==> src/rtl/flash_host_defines.vh <==
// Constants for the flash command host controller
`ifndef FLASH_HOST_DEFINES_VH
`define FLASH_HOST_DEFINES_VH
`define CMD_READ_ARRAY     8'hff
`define CMD_IDENTIFY       8'h90
`define CMD_READ_STATUS    8'h70
`define CMD_CLEAR_STATUS   8'h50
`define CMD_ERASE_SETUP    8'h20
`define CMD_CONFIRM        8'hd0
`define CMD_PROGRAM_SETUP  8'h40
`define CMD_PROGRAM_ALT    8'h10
`define CMD_SUSPEND        8'hb0
`define NULL_WORD          16'hffff
`define ST_READY_BIT       7
`define ST_SUSPEND_BIT     6
`define ST_ERASE_ERR_BIT   5
`define ST_PROG_ERR_BIT    4
`define ST_VPP_ERR_BIT     3
`define ID_ADDR_MAKER      20'h00000
`define ID_ADDR_DEVICE     20'h00001
`define ADDR_CTRL          12'h000
`define ADDR_ADDR          12'h004
`define ADDR_WDATA         12'h008
`define ADDR_STATUS        12'h00c
`define ADDR_RDATA         12'h010
`define ADDR_PINS          12'h014
`define OP_READ            4'h0
`define OP_PROGRAM         4'h1
`define OP_ERASE           4'h2
`define OP_SUSPEND         4'h3
`define OP_RESUME          4'h4
`define OP_READ_STATUS     4'h5
`define OP_CLEAR_STATUS    4'h6
`define OP_READ_ARRAY      4'h7
`define OP_IDENTIFY        4'h8
`define OP_NULL_PROGRAM    4'h9
`define OP_RAW_CMD         4'ha
`define T_WE_PULSE_NS      50
`define T_WE_PULSE_CYC     ((`T_WE_PULSE_NS + 24) / 25)
`define T_ACCESS_NS        80
`define T_ACCESS_CYC       ((`T_ACCESS_NS + 24) / 25)
`endif

==> src/rtl/flash_bus_cycle.v <==
// One parallel write or read cycle on the flash pins
`include "flash_host_defines.vh"
module flash_bus_cycle
#(
   parameter WE_CYC  = `T_WE_PULSE_CYC,
   parameter ACC_CYC = `T_ACCESS_CYC
)
(
   input  wire        ref_clk_i,
   input  wire        reset_n_i,
   input  wire        start_i,
   input  wire        write_i,
   input  wire [19:0] addr_i,
   input  wire [15:0] wdata_i,
   input  wire [15:0] dq_i,
   output reg         done_o,
   output reg  [15:0] rdata_o,
   output reg  [19:0] addr_o,
   output reg  [15:0] dq_o,
   output reg         dq_oe_o,
   output reg         ce_n_o,
   output reg         we_n_o,
   output reg         oe_n_o
);
   reg  [3:0] cnt_r;
   reg  [1:0] ph_r;
   localparam P_IDLE = 2'h0;
   localparam P_ACT  = 2'h1;
   localparam P_END  = 2'h2;
   always @(posedge ref_clk_i or negedge reset_n_i)
   begin
      if (!reset_n_i)
      begin
         cnt_r   <= 4'h0;
         ph_r    <= P_IDLE;
         done_o  <= 1'b0;
         rdata_o <= 16'h0000;
         addr_o  <= 20'h00000;
         dq_o    <= 16'h0000;
         dq_oe_o <= 1'b0;
         ce_n_o  <= 1'b1;
         we_n_o  <= 1'b1;
         oe_n_o  <= 1'b1;
      end
      else
      begin
         done_o <= 1'b0;
         case (ph_r)
            P_IDLE:
               if (start_i)
               begin
                  addr_o  <= addr_i;
                  dq_o    <= wdata_i;
                  dq_oe_o <= write_i;
                  ce_n_o  <= 1'b0;
                  we_n_o  <= ~write_i;
                  oe_n_o  <= write_i;
                  cnt_r   <= write_i ? WE_CYC[3:0] : ACC_CYC[3:0];
                  ph_r    <= P_ACT;
               end
            P_ACT:
               if (cnt_r <= 4'h1)
               begin
                  rdata_o <= dq_i;
                  we_n_o  <= 1'b1;
                  oe_n_o  <= 1'b1;
                  ph_r    <= P_END;
               end
               else
                  cnt_r <= cnt_r - 4'h1;
            P_END:
            begin
               // Chip enable goes high after every bus cycle and stays high until the next start, refreshing status output
               ce_n_o  <= 1'b1;
               dq_oe_o <= 1'b0;
               done_o  <= 1'b1;
               ph_r    <= P_IDLE;
            end
            default:
               ph_r <= P_IDLE;
         endcase
      end
   end
endmodule // flash_bus_cycle

==> src/rtl/flash_cmd_host.v <==
// Host controller issuing command sequences to a boot-block flash
// Functional notes
// - Write FFh to return to array read
// - Read 00h maker, 01h device code
// - Program: setup 40h/10h then address+data
// - Boot block needs unlock or write-protect high
// - Null program cancels after setup
// - Erase: 20h then D0h in block
// - Only suspend allowed during erase
//
// The APB register port and the register offsets are this design's own decisions.
`include "flash_host_defines.vh"
module flash_cmd_host
(
   input  wire        ref_clk_i,
   input  wire        reset_n_i,
   input  wire        psel,
   input  wire        penable,
   input  wire        pwrite,
   input  wire [11:0] paddr,
   input  wire [31:0] pwdata,
   output reg  [31:0] prdata,
   output reg         pready,
   output reg         pslverr,
   input  wire [15:0] dq_i,
   output wire [15:0] dq_o,
   output wire        dq_oe_o,
   output wire [18:0] addr_o,
   output wire        ce_n_o,
   output wire        we_n_o,
   output wire        oe_n_o,
   output reg         reset_powerdown_n_o,
   output reg         unlock_hv_o,
   output reg         write_protect_n_o,
   output reg         vpp_en_o,
   output reg         byte_n_o
);
   // ***************************************************
   // Register file
   // ***************************************************
   reg  [19:0] addr_r;
   reg  [15:0] wdata_r;
   reg  [15:0] rdata_r;
   reg  [7:0]  status_r;
   reg         busy_r;
   reg         done_r;
   reg         err_r;
   reg  [3:0]  op_r;
   reg  [3:0]  state_r;
   reg  [7:0]  raw_r;
   reg         cyc_start_r;
   reg         cyc_write_r;
   reg  [19:0] cyc_addr_r;
   reg  [15:0] cyc_wdata_r;
   wire        cyc_done;
   wire [15:0] cyc_rdata;
   wire [19:0] pin_addr;
   wire [15:0] pin_dq;
   wire        pin_dq_oe;
   wire        acc = psel & penable;
   wire        wr_ctrl = acc & pwrite & (paddr == `ADDR_CTRL);

   // Decode of an 8-bit command into a bus write word
   function [15:0] cmd_word;
      input [7:0] c;
      begin
         cmd_word = {8'h00, c};
      end
   endfunction

   // Status bit that blocks a new program or erase: the VPP error bit
   function err_blocks;
      input [7:0] s;
      begin
         err_blocks = s[`ST_VPP_ERR_BIT];
      end
   endfunction

   // Byte mode low address on data line 15
   assign addr_o  = pin_addr[19:1] & {19{1'b1}};
   assign dq_o    = byte_n_o ? pin_dq : {pin_addr[0], 7'h00, pin_dq[7:0]};
   assign dq_oe_o = pin_dq_oe;

   always @(posedge ref_clk_i or negedge reset_n_i)
   begin
      if (!reset_n_i)
      begin
         prdata  <= 32'h00000000;
         pready  <= 1'b0;
         pslverr <= 1'b0;
         addr_r  <= 20'h00000;
         wdata_r <= 16'h0000;
         reset_powerdown_n_o <= 1'b0;
         unlock_hv_o       <= 1'b0;
         write_protect_n_o <= 1'b0;
         vpp_en_o          <= 1'b0;
         byte_n_o          <= 1'b1;
      end
      else
      begin
         pready  <= acc & ~pready;
         pslverr <= 1'b0;
         if (acc & ~pready)
         begin
            if (pwrite)
               case (paddr)
                  `ADDR_ADDR:  addr_r  <= pwdata[19:0];
                  `ADDR_WDATA: wdata_r <= pwdata[15:0];
                  `ADDR_PINS:
                  begin
                     reset_powerdown_n_o <= pwdata[0];
                     unlock_hv_o       <= pwdata[1];
                     write_protect_n_o <= pwdata[2];
                     vpp_en_o          <= pwdata[3];
                     byte_n_o          <= pwdata[4];
                  end
                  `ADDR_CTRL: ;
                  default: pslverr <= 1'b1;
               endcase
            else
               case (paddr)
                  `ADDR_CTRL:   prdata <= {16'h0000, raw_r, op_r, 4'h0};
                  `ADDR_ADDR:   prdata <= {12'h000, addr_r};
                  `ADDR_WDATA:  prdata <= {16'h0000, wdata_r};
                  `ADDR_STATUS: prdata <= {21'h0, err_r, done_r, busy_r,
                                           status_r};
                  `ADDR_RDATA:  prdata <= {16'h0000, rdata_r};
                  `ADDR_PINS:   prdata <= {27'h0, byte_n_o, vpp_en_o,
                                           write_protect_n_o, unlock_hv_o,
                                           reset_powerdown_n_o};
                  default:
                  begin
                     prdata  <= 32'h00000000;
                     pslverr <= 1'b1;
                  end
               endcase
         end
      end
   end

   // ***************************************************
   // Sequencer
   // ***************************************************
   localparam S_IDLE  = 4'h0;
   localparam S_CMD1  = 4'h1;
   localparam S_CMD2  = 4'h2;
   localparam S_POLL  = 4'h3;
   localparam S_RD    = 4'h4;
   localparam S_DONE  = 4'h5;
   localparam S_WAIT1 = 4'h6;
   localparam S_WAIT2 = 4'h7;
   localparam S_WAITP = 4'h8;
   localparam S_WAITR = 4'h9;

   wire two_cycle = (op_r == `OP_PROGRAM) | (op_r == `OP_ERASE) |
                    (op_r == `OP_NULL_PROGRAM);
   wire polled    = (op_r == `OP_PROGRAM) | (op_r == `OP_ERASE) |
                    (op_r == `OP_SUSPEND) | (op_r == `OP_RESUME);

   reg [7:0] first_cmd;
   always @*
   begin
      case (op_r)
         `OP_PROGRAM, `OP_NULL_PROGRAM: first_cmd = `CMD_PROGRAM_SETUP;
         `OP_ERASE:        first_cmd = `CMD_ERASE_SETUP;
         // Suspend is the only erase-time command
         `OP_SUSPEND:      first_cmd = `CMD_SUSPEND;
         // Resume may follow suspend at once
         `OP_RESUME:       first_cmd = `CMD_CONFIRM;
         `OP_READ_STATUS:  first_cmd = `CMD_READ_STATUS;
         `OP_CLEAR_STATUS: first_cmd = `CMD_CLEAR_STATUS;
         `OP_IDENTIFY:     first_cmd = `CMD_IDENTIFY;
         `OP_RAW_CMD:      first_cmd = raw_r;
         default:          first_cmd = `CMD_READ_ARRAY;
      endcase
   end

   always @(posedge ref_clk_i or negedge reset_n_i)
   begin
      if (!reset_n_i)
      begin
         state_r     <= S_IDLE;
         op_r        <= `OP_READ;
         raw_r       <= 8'h00;
         busy_r      <= 1'b0;
         done_r      <= 1'b0;
         err_r       <= 1'b0;
         status_r    <= 8'h80;
         rdata_r     <= 16'h0000;
         cyc_start_r <= 1'b0;
         cyc_write_r <= 1'b0;
         cyc_addr_r  <= 20'h00000;
         cyc_wdata_r <= 16'h0000;
      end
      else
      begin
         cyc_start_r <= 1'b0;
         case (state_r)
            S_IDLE:
               if (wr_ctrl & ~pready)
               begin
                  op_r   <= pwdata[7:4];
                  raw_r  <= pwdata[15:8];
                  busy_r <= 1'b1;
                  done_r <= 1'b0;
                  err_r  <= 1'b0;
                  state_r <= S_CMD1;
               end
            S_CMD1:
               if ((op_r == `OP_PROGRAM | op_r == `OP_ERASE) &
                   err_blocks(status_r))
               begin
                  err_r   <= 1'b1;
                  state_r <= S_DONE;
               end
               else if (op_r == `OP_READ)
               begin
                  // Plain read in the current mode
                  cyc_write_r <= 1'b0;
                  cyc_addr_r  <= addr_r;
                  cyc_start_r <= 1'b1;
                  state_r     <= S_WAITR;
               end
               else
               begin
                  cyc_write_r <= 1'b1;
                  cyc_addr_r  <= addr_r;
                  cyc_wdata_r <= cmd_word(first_cmd);
                  cyc_start_r <= 1'b1;
                  state_r     <= S_WAIT1;
               end
            S_WAIT1:
               if (cyc_done)
                  state_r <= two_cycle ? S_CMD2 :
                             (polled ? S_POLL : S_DONE);
            S_CMD2:
            begin
               cyc_write_r <= 1'b1;
               cyc_addr_r  <= addr_r;
               // Confirm at address in target block
               cyc_wdata_r <= (op_r == `OP_NULL_PROGRAM) ? `NULL_WORD :
                              (op_r == `OP_ERASE) ? cmd_word(`CMD_CONFIRM) :
                              wdata_r;
               cyc_start_r <= 1'b1;
               state_r     <= S_WAIT2;
            end
            S_WAIT2:
               if (cyc_done)
                  state_r <= (op_r == `OP_NULL_PROGRAM) ? S_DONE : S_POLL;
            S_POLL:
            begin
               // Any read returns status while busy
               cyc_write_r <= 1'b0;
               cyc_start_r <= 1'b1;
               state_r     <= S_WAITP;
            end
            S_WAITP:
               if (cyc_done)
               begin
                  status_r <= cyc_rdata[7:0];
                  if (cyc_rdata[`ST_READY_BIT])
                  begin
                     err_r   <= |cyc_rdata[`ST_ERASE_ERR_BIT:`ST_VPP_ERR_BIT];
                     state_r <= S_DONE;
                  end
                  else
                     state_r <= S_POLL;
               end
            S_WAITR:
               if (cyc_done)
               begin
                  rdata_r <= cyc_rdata;
                  if (op_r == `OP_READ_STATUS)
                     status_r <= cyc_rdata[7:0];
                  state_r <= S_DONE;
               end
            S_DONE:
            begin
               if (op_r == `OP_CLEAR_STATUS)
                  status_r <= status_r & 8'hc7;
               busy_r  <= 1'b0;
               done_r  <= 1'b1;
               state_r <= S_IDLE;
            end
            default:
               state_r <= S_IDLE;
         endcase
         if (state_r == S_WAIT1 & cyc_done & op_r == `OP_READ_STATUS)
            state_r <= S_CMD1;
         if (state_r == S_WAIT1 & cyc_done & op_r == `OP_READ_STATUS)
            op_r <= `OP_READ;
      end
   end

   flash_bus_cycle u_cycle
   (
      .ref_clk_i (ref_clk_i),
      .reset_n_i (reset_n_i),
      .start_i   (cyc_start_r),
      .write_i   (cyc_write_r),
      .addr_i    (cyc_addr_r),
      .wdata_i   (cyc_wdata_r),
      .dq_i      (dq_i),
      .done_o    (cyc_done),
      .rdata_o   (cyc_rdata),
      .addr_o    (pin_addr),
      .dq_o      (pin_dq),
      .dq_oe_o   (pin_dq_oe),
      .ce_n_o    (ce_n_o),
      .we_n_o    (we_n_o),
      .oe_n_o    (oe_n_o)
   );
endmodule // flash_cmd_host

==> config.mk <==
export PLATFORM = sky130hd
export DESIGN_NAME = flash_cmd_host
export DESIGN_NICKNAME = d
export VERILOG_FILES = /design/src/rtl/flash_bus_cycle.v /design/src/rtl/flash_cmd_host.v
export VERILOG_INCLUDE_DIRS = /design/src /design/src/rtl
export SDC_FILE = /design/constraint.sdc
export NUM_CORES = 1
export LEC_CHECK = 0
export BUFFER_PORTS_ARGS = -buffer_cell sky130_fd_sc_hd__buf_2
export CAP_MARGIN = 20
export CORE_MARGIN = 3
export CORE_UTILIZATION = 51
export DETAILED_ROUTE_END_ITERATION = 8
export PLACE_DENSITY = 0.76
export SYNTH_ARGS = -nofsm -noshare
export SYNTH_HDL_FRONTEND = slang
export SYNTH_HIERARCHICAL = 1
export SYNTH_SLANG_ARGS = --single-unit
export TNS_END_PERCENT = 5
==> constraint.sdc <==
create_clock -name ref_clk_i -period 2.2 [get_ports ref_clk_i]
set_clock_uncertainty 0.1 [all_clocks]
set_input_delay 0.55 -clock ref_clk_i [delete_from_list [all_inputs] [get_ports ref_clk_i]]
set_output_delay 0.55 -clock ref_clk_i [all_outputs]
set_load 0.02 [all_outputs]
==> impl_summary.log, run 1 <==
[metrics] share of final-layout standard cells stronger than drive strength 1: 0.388
[metrics] H-tree Lvls: 1
[metrics] share of flip-flops with an asynchronous set or reset after synthesis: 1.00
[metrics] Ports: 143
[metrics] Antenna diodes: 0
[metrics] critical-path cell with the highest stage delay: sky130_fd_sc_hd__dfstp_2
[metrics] number of distinct standard cells referenced by the synthesized netlist: 68
[metrics] antenna violations before repair: 0
[metrics] Crit Path Max Fanout: 3
[metrics] list of most frequent post-synthesis cells: sky130_fd_sc_hd__dfrtp_1 (202), sky130_fd_sc_hd__mux2_2 (132), sky130_fd_sc_hd__nand2_1 (89), sky130_fd_sc_hd__o21ai_0 (43), sky130_fd_sc_hd__nor2_1 (39)
[metrics] count leader, synth: sky130_fd_sc_hd__dfrtp_1
[metrics] WP buf/inv: 1
[metrics] fraction of the cycle the final worst path needs: 1.01
[metrics] die boundary height: roughly 140 µm
[metrics] via count of the first global-routing pass: between 6000 and 7000
[metrics] violations in the final reports: negative setup slack
[metrics] vias per std cell: around 5.7
[metrics] library cell with the largest summed area after synthesis: sky130_fd_sc_hd__dfrtp_1
[metrics] status: complete, but fails checks
[metrics] remaining global-route overflow: 0
[metrics] R2R Path End: cyc_addr_r[2]
[metrics] required time at the endpoint of the critical path: 1.55 ns
[metrics] Peak supply drop: about 720 µV
[metrics] setup repair after global routing missed its margin: true
[metrics] Die ar.: approximately 20000 µm²
[metrics] minimum period implied by the final worst setup slack: 2.22 ns
[metrics] hold depth: 2
[metrics] number of enable flip-flop cells after synthesis: 0
[metrics] global router's overall resource usage: 0.229
[metrics] number of buffer cells added on primary ports: ~120
[metrics] sinks on the clock net: a little over 200
[metrics] launch point of the worst reg-to-reg path: op_r[0]
[metrics] Max Freq: roughly 450 MHz
[metrics] Synth Instances: 790
[metrics] part of the Yosys area used for sequential elements: 0.556
[metrics] Final setup violation count: 1
[metrics] overall power after layout: between 10 and 15 mW
[metrics] number of fill cells: ~1400
[metrics] critical path cell sequence: mux2_4 -> buf_6
[metrics] post-synthesis average cell area: between 10 and 15 µm²
[metrics] wire length of the first global-routing pass: 36600 µm
[metrics] Longest Clk Path Bufs: 3
[metrics] multi-input gate area in the final layout: 3880 µm²
[metrics] initial cell density of the core: 0.530
[metrics] area of the core region: about 18000 µm²
[metrics] # nets final: between 1000 and 1500
[metrics] largest net degree at the start of global routing: between 60 and 70
[metrics] share of the synthesized area in the top cell type: 0.542
[metrics] mapped cell area: just over 9000 µm²
[metrics] relative area change from synthesis to final layout: 22.5%
[metrics] class of the most critical hold timing path: input port to flip-flop
[metrics] kind of cell adding the most delay to the critical path: flip-flops
[metrics] top_reg_cell synth: sky130_fd_sc_hd__dfrtp_1
[metrics] Row Count: 48
[metrics] min setup slack post-route: -0.0203 ns
[metrics] TritonCTS clock tree: yes
[metrics] total wire length: ~23000 µm
[metrics] number of CTS-inserted buffers: 22
[metrics] drt drc: 0
[metrics] weighted congestion reported at the end of routability-driven placement: roughly 0.95
[metrics] cell chosen for the clock root: sky130_fd_sc_hd__clkbuf_16
[metrics] minimum setup slack among reg-to-reg paths: 0.13 ns
[metrics] HP Start: pwdata[18]
[metrics] leakage power figure: 5.71 nW
[metrics] count of warnings emitted by yosys: 6
[metrics] die width: 141 µm
[metrics] Register-to-Register Path Depth: 5
[metrics] average routed wire per standard cell: 19.0 µm
[metrics] vias after detailed routing: a little under 7000
[metrics] iteration-0 DRC count of the detailed router: around 400
[metrics] max incr delay on CP: 0.62 ns
[metrics] count of antenna-violating nets left after detailed routing: 0
[metrics] Setup Crit Path Kind: flip-flop to output port
[metrics] endpoints failing hold: 0
[metrics] arrival time of data at the critical path endpoint: around 1.6 ns
[metrics] type of element capturing the critical path: output port
[metrics] clock transition time at the flip-flop clock pins of the worst setup and hold paths: ~0.06 ns
[metrics] register bit count reported by yosys: a little over 200
[metrics] tightest hold margin: approximately 0.18 ns
[metrics] top cells by area, synth: sky130_fd_sc_hd__dfrtp_1 (54%), sky130_fd_sc_hd__mux2_2 (16%), sky130_fd_sc_hd__nand2_1 (3.6%)
[metrics] first-pass iteration count of the detailed router: 5
[metrics] area taken by flip-flops and latches: 5190 µm²
[metrics] kind of start point of the critical path: flip-flop
[metrics] insertion delay to the later sink of the worst-skew pair: roughly 0.50 ns
[metrics] Max Cap Violations: 0
[metrics] power density cells: 954 nW/µm²
[metrics] hpwl dp: 16400 µm
[metrics] worst-case hold path end point: addr_r[18]
[metrics] total count of max-transition violations in the final report: 0
-- area by class of cell --
cell class,instances,area share
inverters,13,0.00427
well taps,225,0.0247
repair buffers,181,0.111
clock buffers,30,0.0553
flip-flops and latches,207,0.454
clock inverters,9,0.0105
multi-input cells,522,0.340
-- cell families after synthesis --
group,count (synthesis),synth area share
buffers and inverters,72,0.0366
DFF,207,0.556
and+or+nand+nor,195,0.104
other,1,0.000402
muxes,163,0.193
AOI/OAI and AO/OA,148,0.104
adders and majority gates,2,0.00268
xor gates and xnor gates,2,0.00188
-- per-layer routing --
metal / GRT usage / vias to the layer above / part of all wire
met5: 0 / - / 0
met4: 0.0704 / 0 / 0.032
met3: 0.0417 / 50 / 0.066
met2: 0.360 / 232 / 0.47
met1: 0.327 / 3348 / 0.44
li1: - / 3121 / -
-- cell usage in the layout, fill, tap and decap left out, drive strengths merged, types with 12 or more instances in the layout --
master,instances
dfrtp,202
buf,179
mux2,133
nand2,89
o21ai,44
nor2,39
a21oi,33
clkbuf,31
mux2i,30
inv,13
conb,12
-- flip-flops by register name, indices dropped and copies added, names as in the netlist, 2 cells and up --
name and cells:
addr_r 20, cyc_addr_r 20, cyc_wdata_r 16, op_r 4, prdata 20, raw_r 8
rdata_r 16, state_r 4, status_r 8, u_cycle/addr_o 20, u_cycle/cnt_r 4, u_cycle/dq_o 16
u_cycle/ph_r 2, u_cycle/rdata_o 16, wdata_r 16
-- where the power goes --
part | switching [mW] | leakage, nW | internal [mW] | total, mW
combinational | 1.16 | 2.54 | 1.05 | 2.21
sequential | 0.458 | 2.80 | 4.39 | 4.85
clock | 1.47 | 0.376 | 2.36 | 3.83
total | 3.09 | 5.71 | 7.80 | 10.9
-- metrics by stage --
stage	setup TNS, ns	setup WS (ns)	util	cell area, µm²	instances
after detailed placement	-24.17	-0.410	0.600	10600	1144
after floorplan	-14.55	-0.349	-	9400	801
after global placement	-22.15	-0.376	0.600	10600	1144
after CTS	-0.0115	-0.0115	0.645	11400	1186
after global routing	-0.211	-0.0626	0.649	11400	1187
final	-0.0203	-0.0203	0.649	11400	1187
-- worst max path at each step --
stage,startpoint,to,cells past startpoint
2_1_floorplan,paddr[3],op_r[3],6
3_3_place_gp,paddr[8],op_r[3],5
3_5_place_dp,paddr[8],wdata_r[2],7
4_1_cts,byte_n_o,dq_o[15],2
5_1_grt,byte_n_o,dq_o[15],2
6_report,byte_n_o,dq_o[15],2
-- what timing repair did --
action	in CTS	in global routing
hold buffers	1	0
setup endpoints to repair	1	8
cloned	0	0
pin swaps	0	0
hold endpoints to repair	39	0
setup buffers	2	1
gates resized for setup	4	20
Power figures use the tool's default switching activity.
==> run 2: changes to the inputs <==
--- a/config.mk
+++ b/config.mk
@@ -10,7 +10,7 @@
 export CAP_MARGIN = 20
 export CORE_MARGIN = 3
-export CORE_UTILIZATION = 51
+export CORE_UTILIZATION = 40
+export CTS_CLUSTER_DIAMETER = 50
 export DETAILED_ROUTE_END_ITERATION = 8
-export PLACE_DENSITY = 0.76
 export SYNTH_ARGS = -nofsm -noshare
 export SYNTH_HDL_FRONTEND = slang
==> constraint.sdc (replaced) <==
create_clock -name ref_clk_i -period 2.2 [get_ports ref_clk_i]
set_clock_uncertainty 0.1 [all_clocks]
set_input_delay 0.33 -clock ref_clk_i [delete_from_list [all_inputs] [get_ports ref_clk_i]]
set_output_delay 0.33 -clock ref_clk_i [all_outputs]
set_load 0.02 [all_outputs]
==> impl_summary.log, run 2 (synthesis gave the netlist of run 1 again) <==
[metrics] status: completed (was complete, but fails checks)
[metrics] crit path launch: byte_n_o (unchanged)
[metrics] drt drc: 0 (unchanged)
[metrics] vias per std cell: 5.12 (was 5.69)
[metrics] antenna violations before repair: 0 (unchanged)
[metrics] die width: 159 µm (was 141 µm)
[metrics] setup repair after global routing missed its margin: false (was true)
[metrics] kind of start point of the critical path: flip-flop (unchanged)
[metrics] # nets final: 1042 (was 1014)
[metrics] power density cells: 952 nW/µm² (was 954 nW/µm²)
[metrics] total count of max-transition violations in the final report: 0 (unchanged)
[metrics] summed area of non-filler cells in the final layout: 11800 µm² (was 11400 µm²)
[metrics] class of the most critical hold timing path: input port to flip-flop (unchanged)
[metrics] Max Cap Violations: 0 (unchanged)
[metrics] TritonCTS clock tree: yes (unchanged)
[metrics] first-pass iteration count of the detailed router: 5 (unchanged)
[metrics] share of final-layout standard cells stronger than drive strength 1: 0.372 (was 0.388)
[metrics] total wire length: 23600 µm (was 22500 µm)
[metrics] die boundary height: 159 µm (was 141 µm)
[metrics] most used cells in the layout excluding fill and tap cells: sky130_fd_sc_hd__dfrtp_1 (202), sky130_fd_sc_hd__mux2_2 (131), sky130_fd_sc_hd__buf_2 (117), sky130_fd_sc_hd__nand2_1 (89), sky130_fd_sc_hd__buf_4 (49) (was sky130_fd_sc_hd__dfrtp_1 (202), sky130_fd_sc_hd__mux2_2 (129), sky130_fd_sc_hd__buf_2 (108), sky130_fd_sc_hd__nand2_1 (89), sky130_fd_sc_hd__buf_4 (51))
[metrics] Setup Crit Path Kind: flip-flop to output port (unchanged)
[metrics] Antenna diodes: 0 (unchanged)
[metrics] clock transition time at the flip-flop clock pins of the worst setup and hold paths: 0.06 ns (about the same)
[metrics] number of fill cells: 2019 (was 1354)
[metrics] average routed wire per standard cell: 18.0 µm (was 19.0 µm)
[metrics] iteration-0 DRC count of the detailed router: 300 (was 404)
[metrics] endpoints failing hold: 0 (unchanged)
[metrics] global router's overall resource usage: 0.188 (was 0.229)
[metrics] minimum period implied by the final worst setup slack: 2.09 ns (was 2.22 ns)
[metrics] initial cell density of the core: 0.409 (was 0.530)
[metrics] count of antenna-violating nets left after detailed routing: 0 (unchanged)
[metrics] hpwl dp: 17200 µm (was 16400 µm)
[metrics] weighted congestion reported at the end of routability-driven placement: 0.882 (was 0.951)
[metrics] remaining global-route overflow: 0 (unchanged)
[metrics] fraction of the cycle the final worst path needs: 0.952 (was 1.01)
[metrics] required time at the endpoint of the critical path: 1.77 ns (was 1.55 ns)
[metrics] Ports: 143 (unchanged)
[metrics] Crit Path Max Fanout: 3 (unchanged)
[metrics] launch point of the worst reg-to-reg path: state_r[0] (was op_r[0])
[metrics] vias after detailed routing: 6689 (was 6751)
[metrics] Final setup violation count: 0 (was 1)
[metrics] minimum setup slack among reg-to-reg paths: 0.20 ns (was 0.13 ns)
[metrics] relative area change from synthesis to final layout: 26.4% (was 22.5%)
[metrics] Max Freq: 478 MHz (was 450 MHz)
[metrics] overall power after layout: 11.2 mW (was 10.9 mW)
[metrics] Row Count: 55 (was 48)
[metrics] R2R Path End: cyc_wdata_r[1] (was cyc_addr_r[2])
[metrics] number of buffer cells added on primary ports: 118 (unchanged)
[metrics] Die ar.: 25200 µm² (was 19900 µm²)
[metrics] placed inst area: 10600 µm² (about the same)
[metrics] arrival time of data at the critical path endpoint: 1.66 ns (was 1.57 ns)
[metrics] area of the core region: 22800 µm² (was 17600 µm²)
[metrics] commonest non-fill, non-tap cell in the layout: sky130_fd_sc_hd__dfrtp_1 (unchanged)
[metrics] number of CTS-inserted buffers: 25 (was 22)
[metrics] insertion delay to the later sink of the worst-skew pair: 0.52 ns (was 0.50 ns)
[metrics] wire length of the first global-routing pass: 37300 µm (was 36600 µm)
[metrics] H-tree Lvls: 1 (unchanged)
[metrics] Core Util, Final: 0.517 (was 0.649)
[metrics] Longest Clk Path Bufs: 3 (unchanged)
[metrics] end point of the critical path: dq_o[15] (unchanged)
[metrics] sinks on the clock net: 207 (unchanged)
[metrics] leakage power figure: 5.83 nW (was 5.71 nW)
[metrics] Peak supply drop: 643 µV (was 718 µV)
[metrics] largest net degree at the start of global routing: 55 (was 64)
[metrics] type of element capturing the critical path: output port (unchanged)
[metrics] Register-to-Register Path Depth: 5 (unchanged)
[metrics] cell chosen for the clock root: sky130_fd_sc_hd__clkbuf_16 (unchanged)
[metrics] via count of the first global-routing pass: 6664 (was 6758)
[run 2: cell types whose count changed in the layout (fill, tap and decap cells not counted), moves of 3 or more]
cell,previous run,this run
sky130_fd_sc_hd__inv_6,0,3
sky130_fd_sc_hd__and2_1,2,7
sky130_fd_sc_hd__and2_4,5,0
sky130_fd_sc_hd__dlygate4sd3_1,1,30
sky130_fd_sc_hd__buf_2,108,117
sky130_fd_sc_hd__clkinv_2,6,3
sky130_fd_sc_hd__buf_6,9,0
[run 2: where the power goes]
part	internal [mW]	leakage [nW]	switching, mW
clock network	2.52	0.418	1.62
registers	4.39	2.80	0.467
logic	1.06	2.62	1.16
[run 2: worst max-delay path, cell delays in order, from the launching register on]
cell and delay, ns:
sky130_fd_sc_hd__dfstp_2 0.62, sky130_fd_sc_hd__mux2_2 0.37, sky130_fd_sc_hd__buf_2 0.16
[run 2: timing repair]
| action | 4_1_cts | 5_1_grt |
|---|---|---|
| endpoints found under the setup margin | 1 | 1 |
| setup buffers | 2 | 0 |
| gates resized for setup | 0 | 1 |
| hold buffers | 30 | 0 |
| endpoints found under the hold margin | 80 | 0 |
[run 2: worst min-delay path by stage]
stage          slack [ns]                  to  depth (start not counted)       from
5_1_grt              0.02             op_r[3]                          2  pwdata[7]
3_3_place_gp         0.24  u_cycle/rdata_o[1]                          1  reset_n_i
3_5_place_dp         0.24  u_cycle/rdata_o[1]                          1  reset_n_i
4_1_cts              0.01         unlock_hv_o                          2  pwdata[1]
2_1_floorplan       -0.07           addr_r[0]                          0  reset_n_i
6_report             0.02          wdata_r[0]                          2  pwdata[0]
[run 2: through the flow]
stage	hold slack [ns]	worst slack [ns]	std cells	TNS, ns
after global routing	0.0169	0.0686	1307	0
after CTS	0.0118	0.0997	1307	0
after detailed placement	0.242	-0.227	1229	-9.75
after global placement	0.238	-0.201	1229	-8.47
final	0.0191	0.106	1307	0
after floorplan	-0.0656	-0.129	801	-1.75
[run 2: metal layers]
| metal | track usage | part of all wire | vias up |
|---|---|---|---|
| met5 | 0 | 0 | - |
| met4 | 0.0369 | 0.013 | 0 |
| met3 | 0.0264 | 0.048 | 24 |
| met2 | 0.302 | 0.47 | 162 |
| met1 | 0.276 | 0.47 | 3319 |
| li1 | - | - | 3184 |
[run 2: final cells by class]
type                    instances  area, µm²  area share
clock buffers                  35        713      0.0605
clock inverters                11        130      0.0110
inverters                      13       48.8     0.00414
multi-input cells             522       3860       0.328
flip-flops and latches        207       5190       0.440
well taps                     313        392      0.0332
repair buffers                206       1450       0.123
